--- src/ulmc_pkg.sv ---
// shared constants and types for the line and modem control block
package ulmc_pkg;
  // register indices on the register port
  localparam logic [2:0] IDX_LINE_FMT = 3'h3;
  localparam logic [2:0] IDX_MODEM_CTL = 3'h4;
  // line_format_control fields
  localparam int LF_DLAB = 7;
  localparam int LF_BREAK = 6;
  localparam int LF_FORCE = 5;
  localparam int LF_EVEN = 4;
  localparam int LF_PAR_EN = 3;
  localparam int LF_STOP = 2;
  localparam int LF_WLEN_HI = 1;
  localparam int LF_WLEN_LO = 0;
  // modem_line_control fields
  localparam int MC_PRESC = 7;
  localparam int MC_IRDA = 6;
  localparam int MC_XANY = 5;
  localparam int MC_LOOP = 4;
  localparam int MC_RSVD = 3;
  localparam int MC_TRIG = 2;
  localparam int MC_RTS = 1;
  localparam int MC_DTR = 0;
  // bits that need the enhanced feature write enable
  localparam logic [7:0] MC_PROT_MASK = 8'he4;
  // bits that store anything
  localparam logic [7:0] MC_IMPL_MASK = 8'hf7;
  localparam logic [7:0] LINE_FMT_RST = 8'h00;
  localparam logic [7:0] MODEM_CTL_RST = 8'h00;
  // prescaler: divide by four
  localparam logic [1:0] PRESC_LAST = 2'h3;
  // stop length in half bit times
  localparam logic [2:0] STOP_ONE = 3'h2;
  localparam logic [2:0] STOP_ONE_HALF = 3'h3;
  localparam logic [2:0] STOP_TWO = 3'h4;
  localparam logic [3:0] WLEN_BASE = 4'h5;

  typedef struct packed {
    logic [3:0] data_bits;
    logic [2:0] stop_halves;
    logic parity_en;
    logic parity_forced;
    logic parity_even;
    logic irda_en;
    logic xon_any_en;
    logic trig_regs_en;
    logic divisor_access;
    logic loopback;
  } ulmc_fmt_s;
endpackage

--- src/ulmc_top.sv ---
// line format and modem control logic for one uart channel
//
// Contract
// - format top bit opens divisor latch access
// - break bit holds transmit line low outside loopback
// - parity enable adds and checks parity
// - type bit zero odd, one even
// - force bit fixes parity, inverse of type
// - stop select: 1, 1.5 or 2
// - word length field gives 5 to 8
// - prescale bit divides baud clock by four
// - infrared select picks sir encoding
// - any-character resume enable bit
// - loopback routes tx to rx, modem bits
// - trigger enable opens halt and trigger registers
// - rts bit drives rts low, or hardware, outside loopback
// - terminal-ready bit drives dtr when selected, outside loopback
// - pin level writes ignored on dtr pins
// - protected modem bits need enhanced enable
// - reset: no latch access, break, parity
`timescale 1ns/100ps
module ulmc_top (
  input wire logic sys_clk,
  input wire logic rst,
  input wire logic reg_wr,
  input wire logic reg_rd,
  input wire logic [2:0] reg_idx,
  input wire logic [7:0] reg_wdata,
  output logic [7:0] reg_rdata,
  input wire logic enh_wr_en,
  input wire logic tx_raw,
  output logic tx_pin,
  input wire logic rx_pin,
  output logic rx_core,
  input wire logic cts_n_pin,
  input wire logic dsr_n_pin,
  output logic cts_status,
  output logic dsr_status,
  input wire logic auto_rts_en,
  input wire logic auto_rts_n,
  output logic rts_n,
  input wire logic dtr_on_pin5,
  input wire logic dtr_on_pin1,
  input wire logic [7:0] pin_level_wdata,
  output logic pin5_out,
  output logic pin1_out,
  input wire logic [7:0] tx_char,
  output logic tx_parity,
  input wire logic [7:0] rx_char,
  input wire logic rx_par_bit,
  output logic rx_par_err,
  output ulmc_pkg::ulmc_fmt_s fmt,
  output logic baud_tick
);

  logic [7:0] line_format_control_ff;
  logic [7:0] modem_line_control_ff;
  logic [7:0] nxt_line_fmt;
  logic [7:0] nxt_modem_ctl;
  logic [1:0] presc_cnt_ff;
  logic loop_on;
  logic wr_line;
  logic wr_modem;

  // keep only the bits that belong to the selected word length
  function automatic logic [7:0] mask_char(input logic [7:0] c, input logic [1:0] wl);
    logic [7:0] m;
    m = 8'h1f;
    case (wl)
      2'h0: m = 8'h1f;
      2'h1: m = 8'h3f;
      2'h2: m = 8'h7f;
      2'h3: m = 8'hff;
      default: m = 8'hff;
    endcase
    return c & m;
  endfunction

  // parity bit for a character under the current format
  function automatic logic par_of(input logic [7:0] c, input logic [7:0] lf);
    logic p;
    p = ^mask_char(c, lf[ulmc_pkg::LF_WLEN_HI:ulmc_pkg::LF_WLEN_LO]);
    if (lf[ulmc_pkg::LF_FORCE]) begin
      return ~lf[ulmc_pkg::LF_EVEN];
    end
    if (lf[ulmc_pkg::LF_EVEN]) begin
      return p;
    end
    return ~p;
  endfunction

  assign wr_line = reg_wr && (reg_idx == ulmc_pkg::IDX_LINE_FMT);
  assign wr_modem = reg_wr && (reg_idx == ulmc_pkg::IDX_MODEM_CTL);
  assign loop_on = modem_line_control_ff[ulmc_pkg::MC_LOOP];

  always_comb begin
    nxt_line_fmt = line_format_control_ff;
    if (wr_line) begin
      nxt_line_fmt = reg_wdata;
    end
  end

  // protected bits keep their value unless the enhanced enable is set
  always_comb begin
    nxt_modem_ctl = modem_line_control_ff;
    if (wr_modem) begin
      if (enh_wr_en) begin
        nxt_modem_ctl = reg_wdata & ulmc_pkg::MC_IMPL_MASK;
      end else begin
        nxt_modem_ctl = (modem_line_control_ff & ulmc_pkg::MC_PROT_MASK)
          | (reg_wdata & ulmc_pkg::MC_IMPL_MASK & ~ulmc_pkg::MC_PROT_MASK);
      end
    end
  end

  always_ff @(posedge sys_clk) begin
    if (rst) begin
      line_format_control_ff <= ulmc_pkg::LINE_FMT_RST;
    end else begin
      line_format_control_ff <= nxt_line_fmt;
    end
  end

  always_ff @(posedge sys_clk) begin
    if (rst) begin
      modem_line_control_ff <= ulmc_pkg::MODEM_CTL_RST;
    end else begin
      modem_line_control_ff <= nxt_modem_ctl;
    end
  end

  always_ff @(posedge sys_clk) begin
    if (rst) begin
      reg_rdata <= 8'h00;
    end else if (reg_rd && reg_idx == ulmc_pkg::IDX_LINE_FMT) begin
      reg_rdata <= line_format_control_ff;
    end else if (reg_rd && reg_idx == ulmc_pkg::IDX_MODEM_CTL) begin
      reg_rdata <= modem_line_control_ff;
    end else begin
      reg_rdata <= 8'h00;
    end
  end

  // format decode for the shifters
  always_ff @(posedge sys_clk) begin
    if (rst) begin
      fmt <= '0;
    end else begin
      fmt.data_bits <= ulmc_pkg::WLEN_BASE
        + {2'h0, nxt_line_fmt[ulmc_pkg::LF_WLEN_HI:ulmc_pkg::LF_WLEN_LO]};
      if (!nxt_line_fmt[ulmc_pkg::LF_STOP]) begin
        fmt.stop_halves <= ulmc_pkg::STOP_ONE;
      end else if (nxt_line_fmt[ulmc_pkg::LF_WLEN_HI:ulmc_pkg::LF_WLEN_LO] == 2'h0) begin
        fmt.stop_halves <= ulmc_pkg::STOP_ONE_HALF;
      end else begin
        fmt.stop_halves <= ulmc_pkg::STOP_TWO;
      end
      fmt.parity_en <= nxt_line_fmt[ulmc_pkg::LF_PAR_EN];
      fmt.parity_forced <= nxt_line_fmt[ulmc_pkg::LF_FORCE];
      fmt.parity_even <= nxt_line_fmt[ulmc_pkg::LF_EVEN];
      fmt.divisor_access <= nxt_line_fmt[ulmc_pkg::LF_DLAB];
      fmt.irda_en <= nxt_modem_ctl[ulmc_pkg::MC_IRDA];
      fmt.xon_any_en <= nxt_modem_ctl[ulmc_pkg::MC_XANY];
      fmt.trig_regs_en <= nxt_modem_ctl[ulmc_pkg::MC_TRIG];
      fmt.loopback <= nxt_modem_ctl[ulmc_pkg::MC_LOOP];
    end
  end

  // parity generation and checking, zero while parity is off
  always_ff @(posedge sys_clk) begin
    if (rst) begin
      tx_parity <= 1'b0;
      rx_par_err <= 1'b0;
    end else if (line_format_control_ff[ulmc_pkg::LF_PAR_EN]) begin
      tx_parity <= par_of(tx_char, line_format_control_ff);
      rx_par_err <= par_of(rx_char, line_format_control_ff) != rx_par_bit;
    end else begin
      tx_parity <= 1'b0;
      rx_par_err <= 1'b0;
    end
  end

  // baud clock enable, every cycle or every fourth
  always_ff @(posedge sys_clk) begin
    if (rst) begin
      presc_cnt_ff <= 2'h0;
    end else if (modem_line_control_ff[ulmc_pkg::MC_PRESC]) begin
      presc_cnt_ff <= presc_cnt_ff + 2'h1;
    end else begin
      presc_cnt_ff <= 2'h0;
    end
  end

  always_ff @(posedge sys_clk) begin
    if (rst) begin
      baud_tick <= 1'b0;
    end else if (modem_line_control_ff[ulmc_pkg::MC_PRESC]) begin
      baud_tick <= presc_cnt_ff == ulmc_pkg::PRESC_LAST;
    end else begin
      baud_tick <= 1'b1;
    end
  end

  // serial path: break forces zero, loopback keeps the pin idle
  always_ff @(posedge sys_clk) begin
    if (rst) begin
      tx_pin <= 1'b1;
      rx_core <= 1'b1;
    end else begin
      if (loop_on) begin
        tx_pin <= 1'b1;
        rx_core <= tx_raw & ~line_format_control_ff[ulmc_pkg::LF_BREAK];
      end else begin
        tx_pin <= tx_raw & ~line_format_control_ff[ulmc_pkg::LF_BREAK];
        rx_core <= rx_pin;
      end
    end
  end

  // modem status inputs are active low, reported active high
  always_ff @(posedge sys_clk) begin
    if (rst) begin
      cts_status <= 1'b0;
      dsr_status <= 1'b0;
    end else if (loop_on) begin
      cts_status <= modem_line_control_ff[ulmc_pkg::MC_RTS];
      dsr_status <= modem_line_control_ff[ulmc_pkg::MC_DTR];
    end else begin
      cts_status <= ~cts_n_pin;
      dsr_status <= ~dsr_n_pin;
    end
  end

  always_ff @(posedge sys_clk) begin
    if (rst) begin
      rts_n <= 1'b1;
    end else if (loop_on) begin
      rts_n <= 1'b1;
    end else if (auto_rts_en) begin
      rts_n <= auto_rts_n;
    end else begin
      rts_n <= ~modem_line_control_ff[ulmc_pkg::MC_RTS];
    end
  end

  // general pins: terminal-ready wins over the pin level register
  always_ff @(posedge sys_clk) begin
    if (rst) begin
      pin5_out <= 1'b1;
      pin1_out <= 1'b1;
    end else begin
      if (dtr_on_pin5) begin
        pin5_out <= loop_on | ~modem_line_control_ff[ulmc_pkg::MC_DTR];
      end else begin
        pin5_out <= pin_level_wdata[5];
      end
      if (dtr_on_pin1) begin
        pin1_out <= loop_on | ~modem_line_control_ff[ulmc_pkg::MC_DTR];
      end else begin
        pin1_out <= pin_level_wdata[1];
      end
    end
  end

  chk_break_low: assert property (@(posedge sys_clk) disable iff (rst)
    line_format_control_ff[6] && !loop_on |=> !tx_pin)
    else $error("break not driving tx low");

  chk_prot_hold: assert property (@(posedge sys_clk) disable iff (rst)
    wr_modem && !enh_wr_en |=>
    (modem_line_control_ff & 8'he4) == ($past(modem_line_control_ff) & 8'he4))
    else $error("protected modem bits changed");

  chk_rsvd_zero: assert property (@(posedge sys_clk) disable iff (rst)
    modem_line_control_ff[3] == 1'b0)
    else $error("reserved bit stored");

  // switching the prescaler off mid-count is legal and ends the spacing check
  chk_presc_tick: assert property (@(posedge sys_clk)
    disable iff (rst || !modem_line_control_ff[7])
    modem_line_control_ff[7] && baud_tick && $past(modem_line_control_ff[7], 4)
    |=> !baud_tick [*3] ##1 baud_tick)
    else $error("prescaled tick spacing wrong");

  chk_presc_off: assert property (@(posedge sys_clk) disable iff (rst)
    !modem_line_control_ff[7] |=> baud_tick)
    else $error("undivided tick missing");

  chk_loop_status: assert property (@(posedge sys_clk) disable iff (rst)
    loop_on && $stable(modem_line_control_ff) |=>
    cts_status == $past(modem_line_control_ff[1])
    && dsr_status == $past(modem_line_control_ff[0]))
    else $error("loopback status mismatch");

  chk_loop_tx_idle: assert property (@(posedge sys_clk) disable iff (rst)
    loop_on |=> tx_pin)
    else $error("tx pin active in loopback");

  chk_loop_rx_path: assert property (@(posedge sys_clk) disable iff (rst)
    loop_on |=> rx_core == ($past(tx_raw) && !$past(line_format_control_ff[6])))
    else $error("loopback receive path wrong");

  chk_rts_drive: assert property (@(posedge sys_clk) disable iff (rst)
    !loop_on && !auto_rts_en |=> rts_n == !$past(modem_line_control_ff[1]))
    else $error("rts level wrong");

  chk_rts_auto: assert property (@(posedge sys_clk) disable iff (rst)
    !loop_on && auto_rts_en |=> rts_n == $past(auto_rts_n))
    else $error("hardware rts not followed");

  chk_dtr_pin: assert property (@(posedge sys_clk) disable iff (rst)
    dtr_on_pin5 && !loop_on |=> pin5_out == !$past(modem_line_control_ff[0]))
    else $error("dtr pin level wrong");

  chk_dtr_pin_one: assert property (@(posedge sys_clk) disable iff (rst)
    dtr_on_pin1 && !loop_on |=> pin1_out == !$past(modem_line_control_ff[0]))
    else $error("dtr level wrong on pin one");

  chk_forced_par: assert property (@(posedge sys_clk) disable iff (rst)
    line_format_control_ff[3] && line_format_control_ff[5]
    |=> tx_parity == !$past(line_format_control_ff[4]))
    else $error("forced parity wrong");

  chk_no_par: assert property (@(posedge sys_clk) disable iff (rst)
    !line_format_control_ff[3] |=> !tx_parity && !rx_par_err)
    else $error("parity active while off");

  chk_stop_len: assert property (@(posedge sys_clk) disable iff (rst)
    line_format_control_ff[2] && line_format_control_ff[1:0] == 2'h0
    && !wr_line |=> fmt.stop_halves == 3'h3)
    else $error("stop length wrong");

  chk_wlen_map: assert property (@(posedge sys_clk) disable iff (rst)
    wr_line |=> fmt.data_bits == 4'h5 + {2'h0, $past(reg_wdata[1:0])})
    else $error("word length wrong");

  chk_dlab_view: assert property (@(posedge sys_clk) disable iff (rst)
    wr_line |=> fmt.divisor_access == $past(reg_wdata[7]))
    else $error("divisor access not following");

  chk_irda_sel: assert property (@(posedge sys_clk) disable iff (rst)
    wr_modem && enh_wr_en |=> fmt.irda_en == $past(reg_wdata[6]))
    else $error("infrared select not following");

  chk_reset_regs: assert property (@(posedge sys_clk)
    rst |=> line_format_control_ff == 8'h00 && modem_line_control_ff == 8'h00)
    else $error("registers not cleared by reset");

endmodule

--- config.mk ---
export PLATFORM = sky130hd
export DESIGN_NAME = ulmc_top
export DESIGN_NICKNAME = d
export VERILOG_FILES = /design/src/ulmc_pkg.sv /design/src/ulmc_top.sv
export SDC_FILE = /design/constraint.sdc
export NUM_CORES = 1
export LEC_CHECK = 0
export BUFFER_PORTS_ARGS = -buffer_cell sky130_fd_sc_hd__buf_2
export CELL_PAD_IN_SITES_DETAIL_PLACEMENT = 1
export CELL_PAD_IN_SITES_GLOBAL_PLACEMENT = 2
export CORE_ASPECT_RATIO = 1.4
export CORE_MARGIN = 8
export CORE_UTILIZATION = 23
export CTS_BUF_LIST = sky130_fd_sc_hd__clkbuf_4 sky130_fd_sc_hd__clkbuf_8 sky130_fd_sc_hd__clkbuf_16
export DETAILED_ROUTE_END_ITERATION = 12
export GPL_TIMING_DRIVEN = 0
export PLACE_DENSITY_LB_ADDON = 0.25
export SETUP_SLACK_MARGIN = 0.5
export SYNTH_ARGS = -nofsm -noshare
export SYNTH_HDL_FRONTEND = slang
export SYNTH_SLANG_ARGS = --single-unit
export TNS_END_PERCENT = 20
--- constraint.sdc ---
create_clock -name sys_clk -period 1.6 [get_ports sys_clk]
set_input_delay 0.16 -clock sys_clk [delete_from_list [all_inputs] [get_ports sys_clk]]
set_output_delay 0.16 -clock sys_clk [all_outputs]
set_load 0.02 [all_outputs]
==> impl_metrics.json <==
{
  "cts_root_buf": "clkbuf_8",
  "startpoint_type": "register",
  "die_w_um": 90.34,
  "place.gp.congestion": 0.6910,
  "grt_pass1_vias": 1781,
  "regToRegStartpoint": "line_format_control_ff[0]$_SDFF_PP0_",
  "p_leak_nw": 1.171,
  "cpPeakStageDelay_ns": 0.42,
  "synth_area_um2": 1779,
  "yosysWarnings": 0,
  "required_ns": 1.83,
  "drc": 0,
  "clock_path_buffers": 2,
  "dieArea_um2": 10850,
  "nFillCells": 921,
  "htreeDepth": 2,
  "wl_per_cell_um": 15.01,
  "ant_nets": 0,
  "crit_chain": "and2_4 > o211a_1 > or4_4 > a211o_1 > o21ai_2",
  "finalHoldViolCount": 0,
  "avgSynthCellArea_um2": 9.219,
  "synth_cell_types": 31,
  "holdPathStages": 2,
  "maxCapViolCount": 0,
  "die_y_um": 120.1,
  "track_usage_pct": 10.39,
  "layout.nets": 330,
  "worstPathArrival_ns": 1.79,
  "first_pass_iters": 3,
  "reg2reg_depth": 5,
  "postCtsHoldBufs": 0,
  "ff2ff_setup_slack_ns": 0.03,
  "post-route-min-period_ns": 1.567,
  "finalSetupViolations": 0,
  "viasPerCell": 4.274,
  "yosys_register_bits": 42,
  "area_growth_pct": 45.64,
  "ys_seq_area_share_pct": 47.26,
  "initial_utilization_pct": 23.39,
  "hold_path.class": "primary input to register",
  "fin_ws_ns": 0.03288,
  "stdcell_count": 379,
  "ys.flop_type": "dfxtp_1",
  "tightest_slew_ns": 0.5373,
  "cpLargestDelayFamily": "compound AO/OA/AOI/OAI gates",
  "clock.fmax_mhz": 638.1,
  "ir_drop_v": 0.0004610,
  "max-slew-margin-rel_pct": 64.18,
  "hold_slack_ns": 0.08720,
  "antenna_cells": 0,
  "num_rows": 38,
  "synthCells": 193,
  "synth_edf_count": 0,
  "io_pins": 82,
  "dp.cells": 367,
  "final_core_util_pct": 34.06,
  "hp-start": "dtr_on_pin1",
  "tritoncts": "yes",
  "outcome": "finished, final reports clean",
  "clk_pin_slew_ns": 0.08,
  "path_class": "register to register",
  "drive_above_1_share_pct": 47.67,
  "design.core.area_um2": 7607,
  "syn_nets": 245,
  "rsz0062_at_grt": "yes",
  "dp_slack_ns": -0.1717,
  "critical-path-slowest-cell": "or4_4",
  "cts_sinks": 42,
  "p_per_area_nw_per_um2": 818.2,
  "grt_max_degree": 14,
  "grt_first_pass_wirelength_um": 8894,
  "power_mw": 2.120,
  "period_share_pct": 97.94,
  "wl_um": 5688,
  "hold_path_end": "pin1_out$_SDFF_PP1_",
  "async_flop_share_pct": 0,
  "path_buf_inv": 0,
  "end_kind": "register",
  "drtIter0Drc": 30,
  "skew_ns": 0.004975,
  "slew_viol_final": 0,
  "antenna_found_initial": 0,
  "clock_latency_ns": 0.29,
  "timing.rr.end": "rx_par_err$_SDFF_PP0_",
  "route.vias.total": 1620,
  "critical_path.max_fanout": 5,
  "grt-ovfl-total": 0,
  "io_buffer_count": 74,
  "numCtsBuffers": 5,
  "hpwl_um": 4321
}
[state kept, by name, summed over array words and instances (netlist names), 2 cells and up]
name	cells
reg_rdata	8
presc_cnt_ff	2
fmt	7
line_format_control_ff	8
modem_line_control_ff	7
[metrics by stage]
stage / TNS [ns] / area, um^2
global placement: -0.9667 / 2280
CTS: -0.0008510 / 2432
floorplan: 0 / 1784
finish: 0 / 2591
detailed placement: -0.9781 / 2280
global route: -0.03291 / 2591
[area by class of cell]
class	instances	area, um^2	share of cell area [%]
inverters	5	18.77	0.7243
well taps	100	125.1	4.829
multi-input cells	128	945.9	36.50
plain buffers	18	118.9	4.587
repair buffers	78	432.9	16.71
clock inverters	2	12.51	0.4829
flip-flops and latches	42	854.6	32.98
clock buffers	6	82.58	3.187
[cell usage in the layout, fill, tap and decap left out, drive strengths merged, types with 4 or more instances in the layout]
cell / count
nand2b: 4
a22oi: 7
a21oi: 15
xnor2: 7
buf: 87
mux2i: 7
inv: 5
nand3: 9
o211ai: 4
clkbuf: 15
nand2: 18
nor2: 25
nor2b: 4
dfxtp: 42
and2: 4
[layer usage]
layer / GRT usage, % / routed length (um) / vias up / part of all wire, %
li1: - / - / 813 / -
met1: 10.72 / 2319 / 758 / 41
met2: 19.48 / 3049 / 47 / 54
met3: 2.688 / 260 / 2 / 4.6
met4: 4.075 / 58 / 0 / 1.0
met5: 0 / 0 / - / 0
[timing repair]
item	in CTS	in global routing
resized for setup	18	36
endpoints found under the hold margin	0	0
buffers inserted	2	2
pin swaps	5	6
setup endpoints to repair	36	24
[worst max-delay path by stage]
| stage | startpoint | to | slack (ns) | cells past startpoint |
|---|---|---|---|---|
| global placement | reg_idx[1] | fmt[14]$_SDFF_PP0_ | -0.17 | 8 |
| floorplan | line_format_control_ff[0]$_SDFF_PP0_ | rx_par_err$_SDFF_PP0_ | 0.05 | 5 |
| CTS | line_format_control_ff[0]$_SDFF_PP0_ | rx_par_err$_SDFF_PP0_ | -0.0009 | 5 |
| finish | line_format_control_ff[0]$_SDFF_PP0_ | rx_par_err$_SDFF_PP0_ | 0.03 | 5 |
| detailed placement | reg_idx[1] | fmt[14]$_SDFF_PP0_ | -0.17 | 8 |
| global route | line_format_control_ff[0]$_SDFF_PP0_ | rx_par_err$_SDFF_PP0_ | -0.03 | 5 |
[synthesized netlist by cell type, types with 2 or more instances]
master	number	area, um^2
and2_1	4	25.02
xnor2_1	6	52.55
o211ai_1	4	30.03
clkbuf_1	10	37.54
and3b_1	3	26.28
a211o_1	3	26.28
o211a_1	2	20.02
nand3_1	9	45.04
nand2b_1	4	25.02
a22oi_1	7	52.55
dfxtp_1	42	840.8
nor4bb_1	2	20.02
xor2_1	2	17.52
ha_1	3	37.54
nor2_1	25	93.84
a21oi_1	15	75.07
nand2_1	18	67.56
mux2i_1	7	70.07
buf_4	8	60.06
inv_1	4	15.01
nor3_1	2	10.01
nor2b_1	4	25.02
[cell families (layout without fill, tap and decap cells)]
| kind of cell | count (synthesis) | count (layout) | share of synthesized area (%) |
|---|---|---|---|
| flip-flops | 42 | 42 | 47.26 |
| AND/OR/NAND/NOR | 74 | 74 | 20.39 |
| XOR/XNOR | 10 | 10 | 6.751 |
| multiplexers | 8 | 8 | 4.571 |
| AO/OA/AOI/OAI | 33 | 33 | 12.38 |
| buffers and inverters | 23 | 109 | 6.540 |
| adder cells (fa/ha/maj) | 3 | 3 | 2.110 |
[power breakdown]
group | internal (mW) | switching (mW)
Combinational | 0.156 | 0.164
Sequential | 1.07 | 0.0131
Clock | 0.347 | 0.370
No activity file was read; power rests on OpenSTA's default activity.
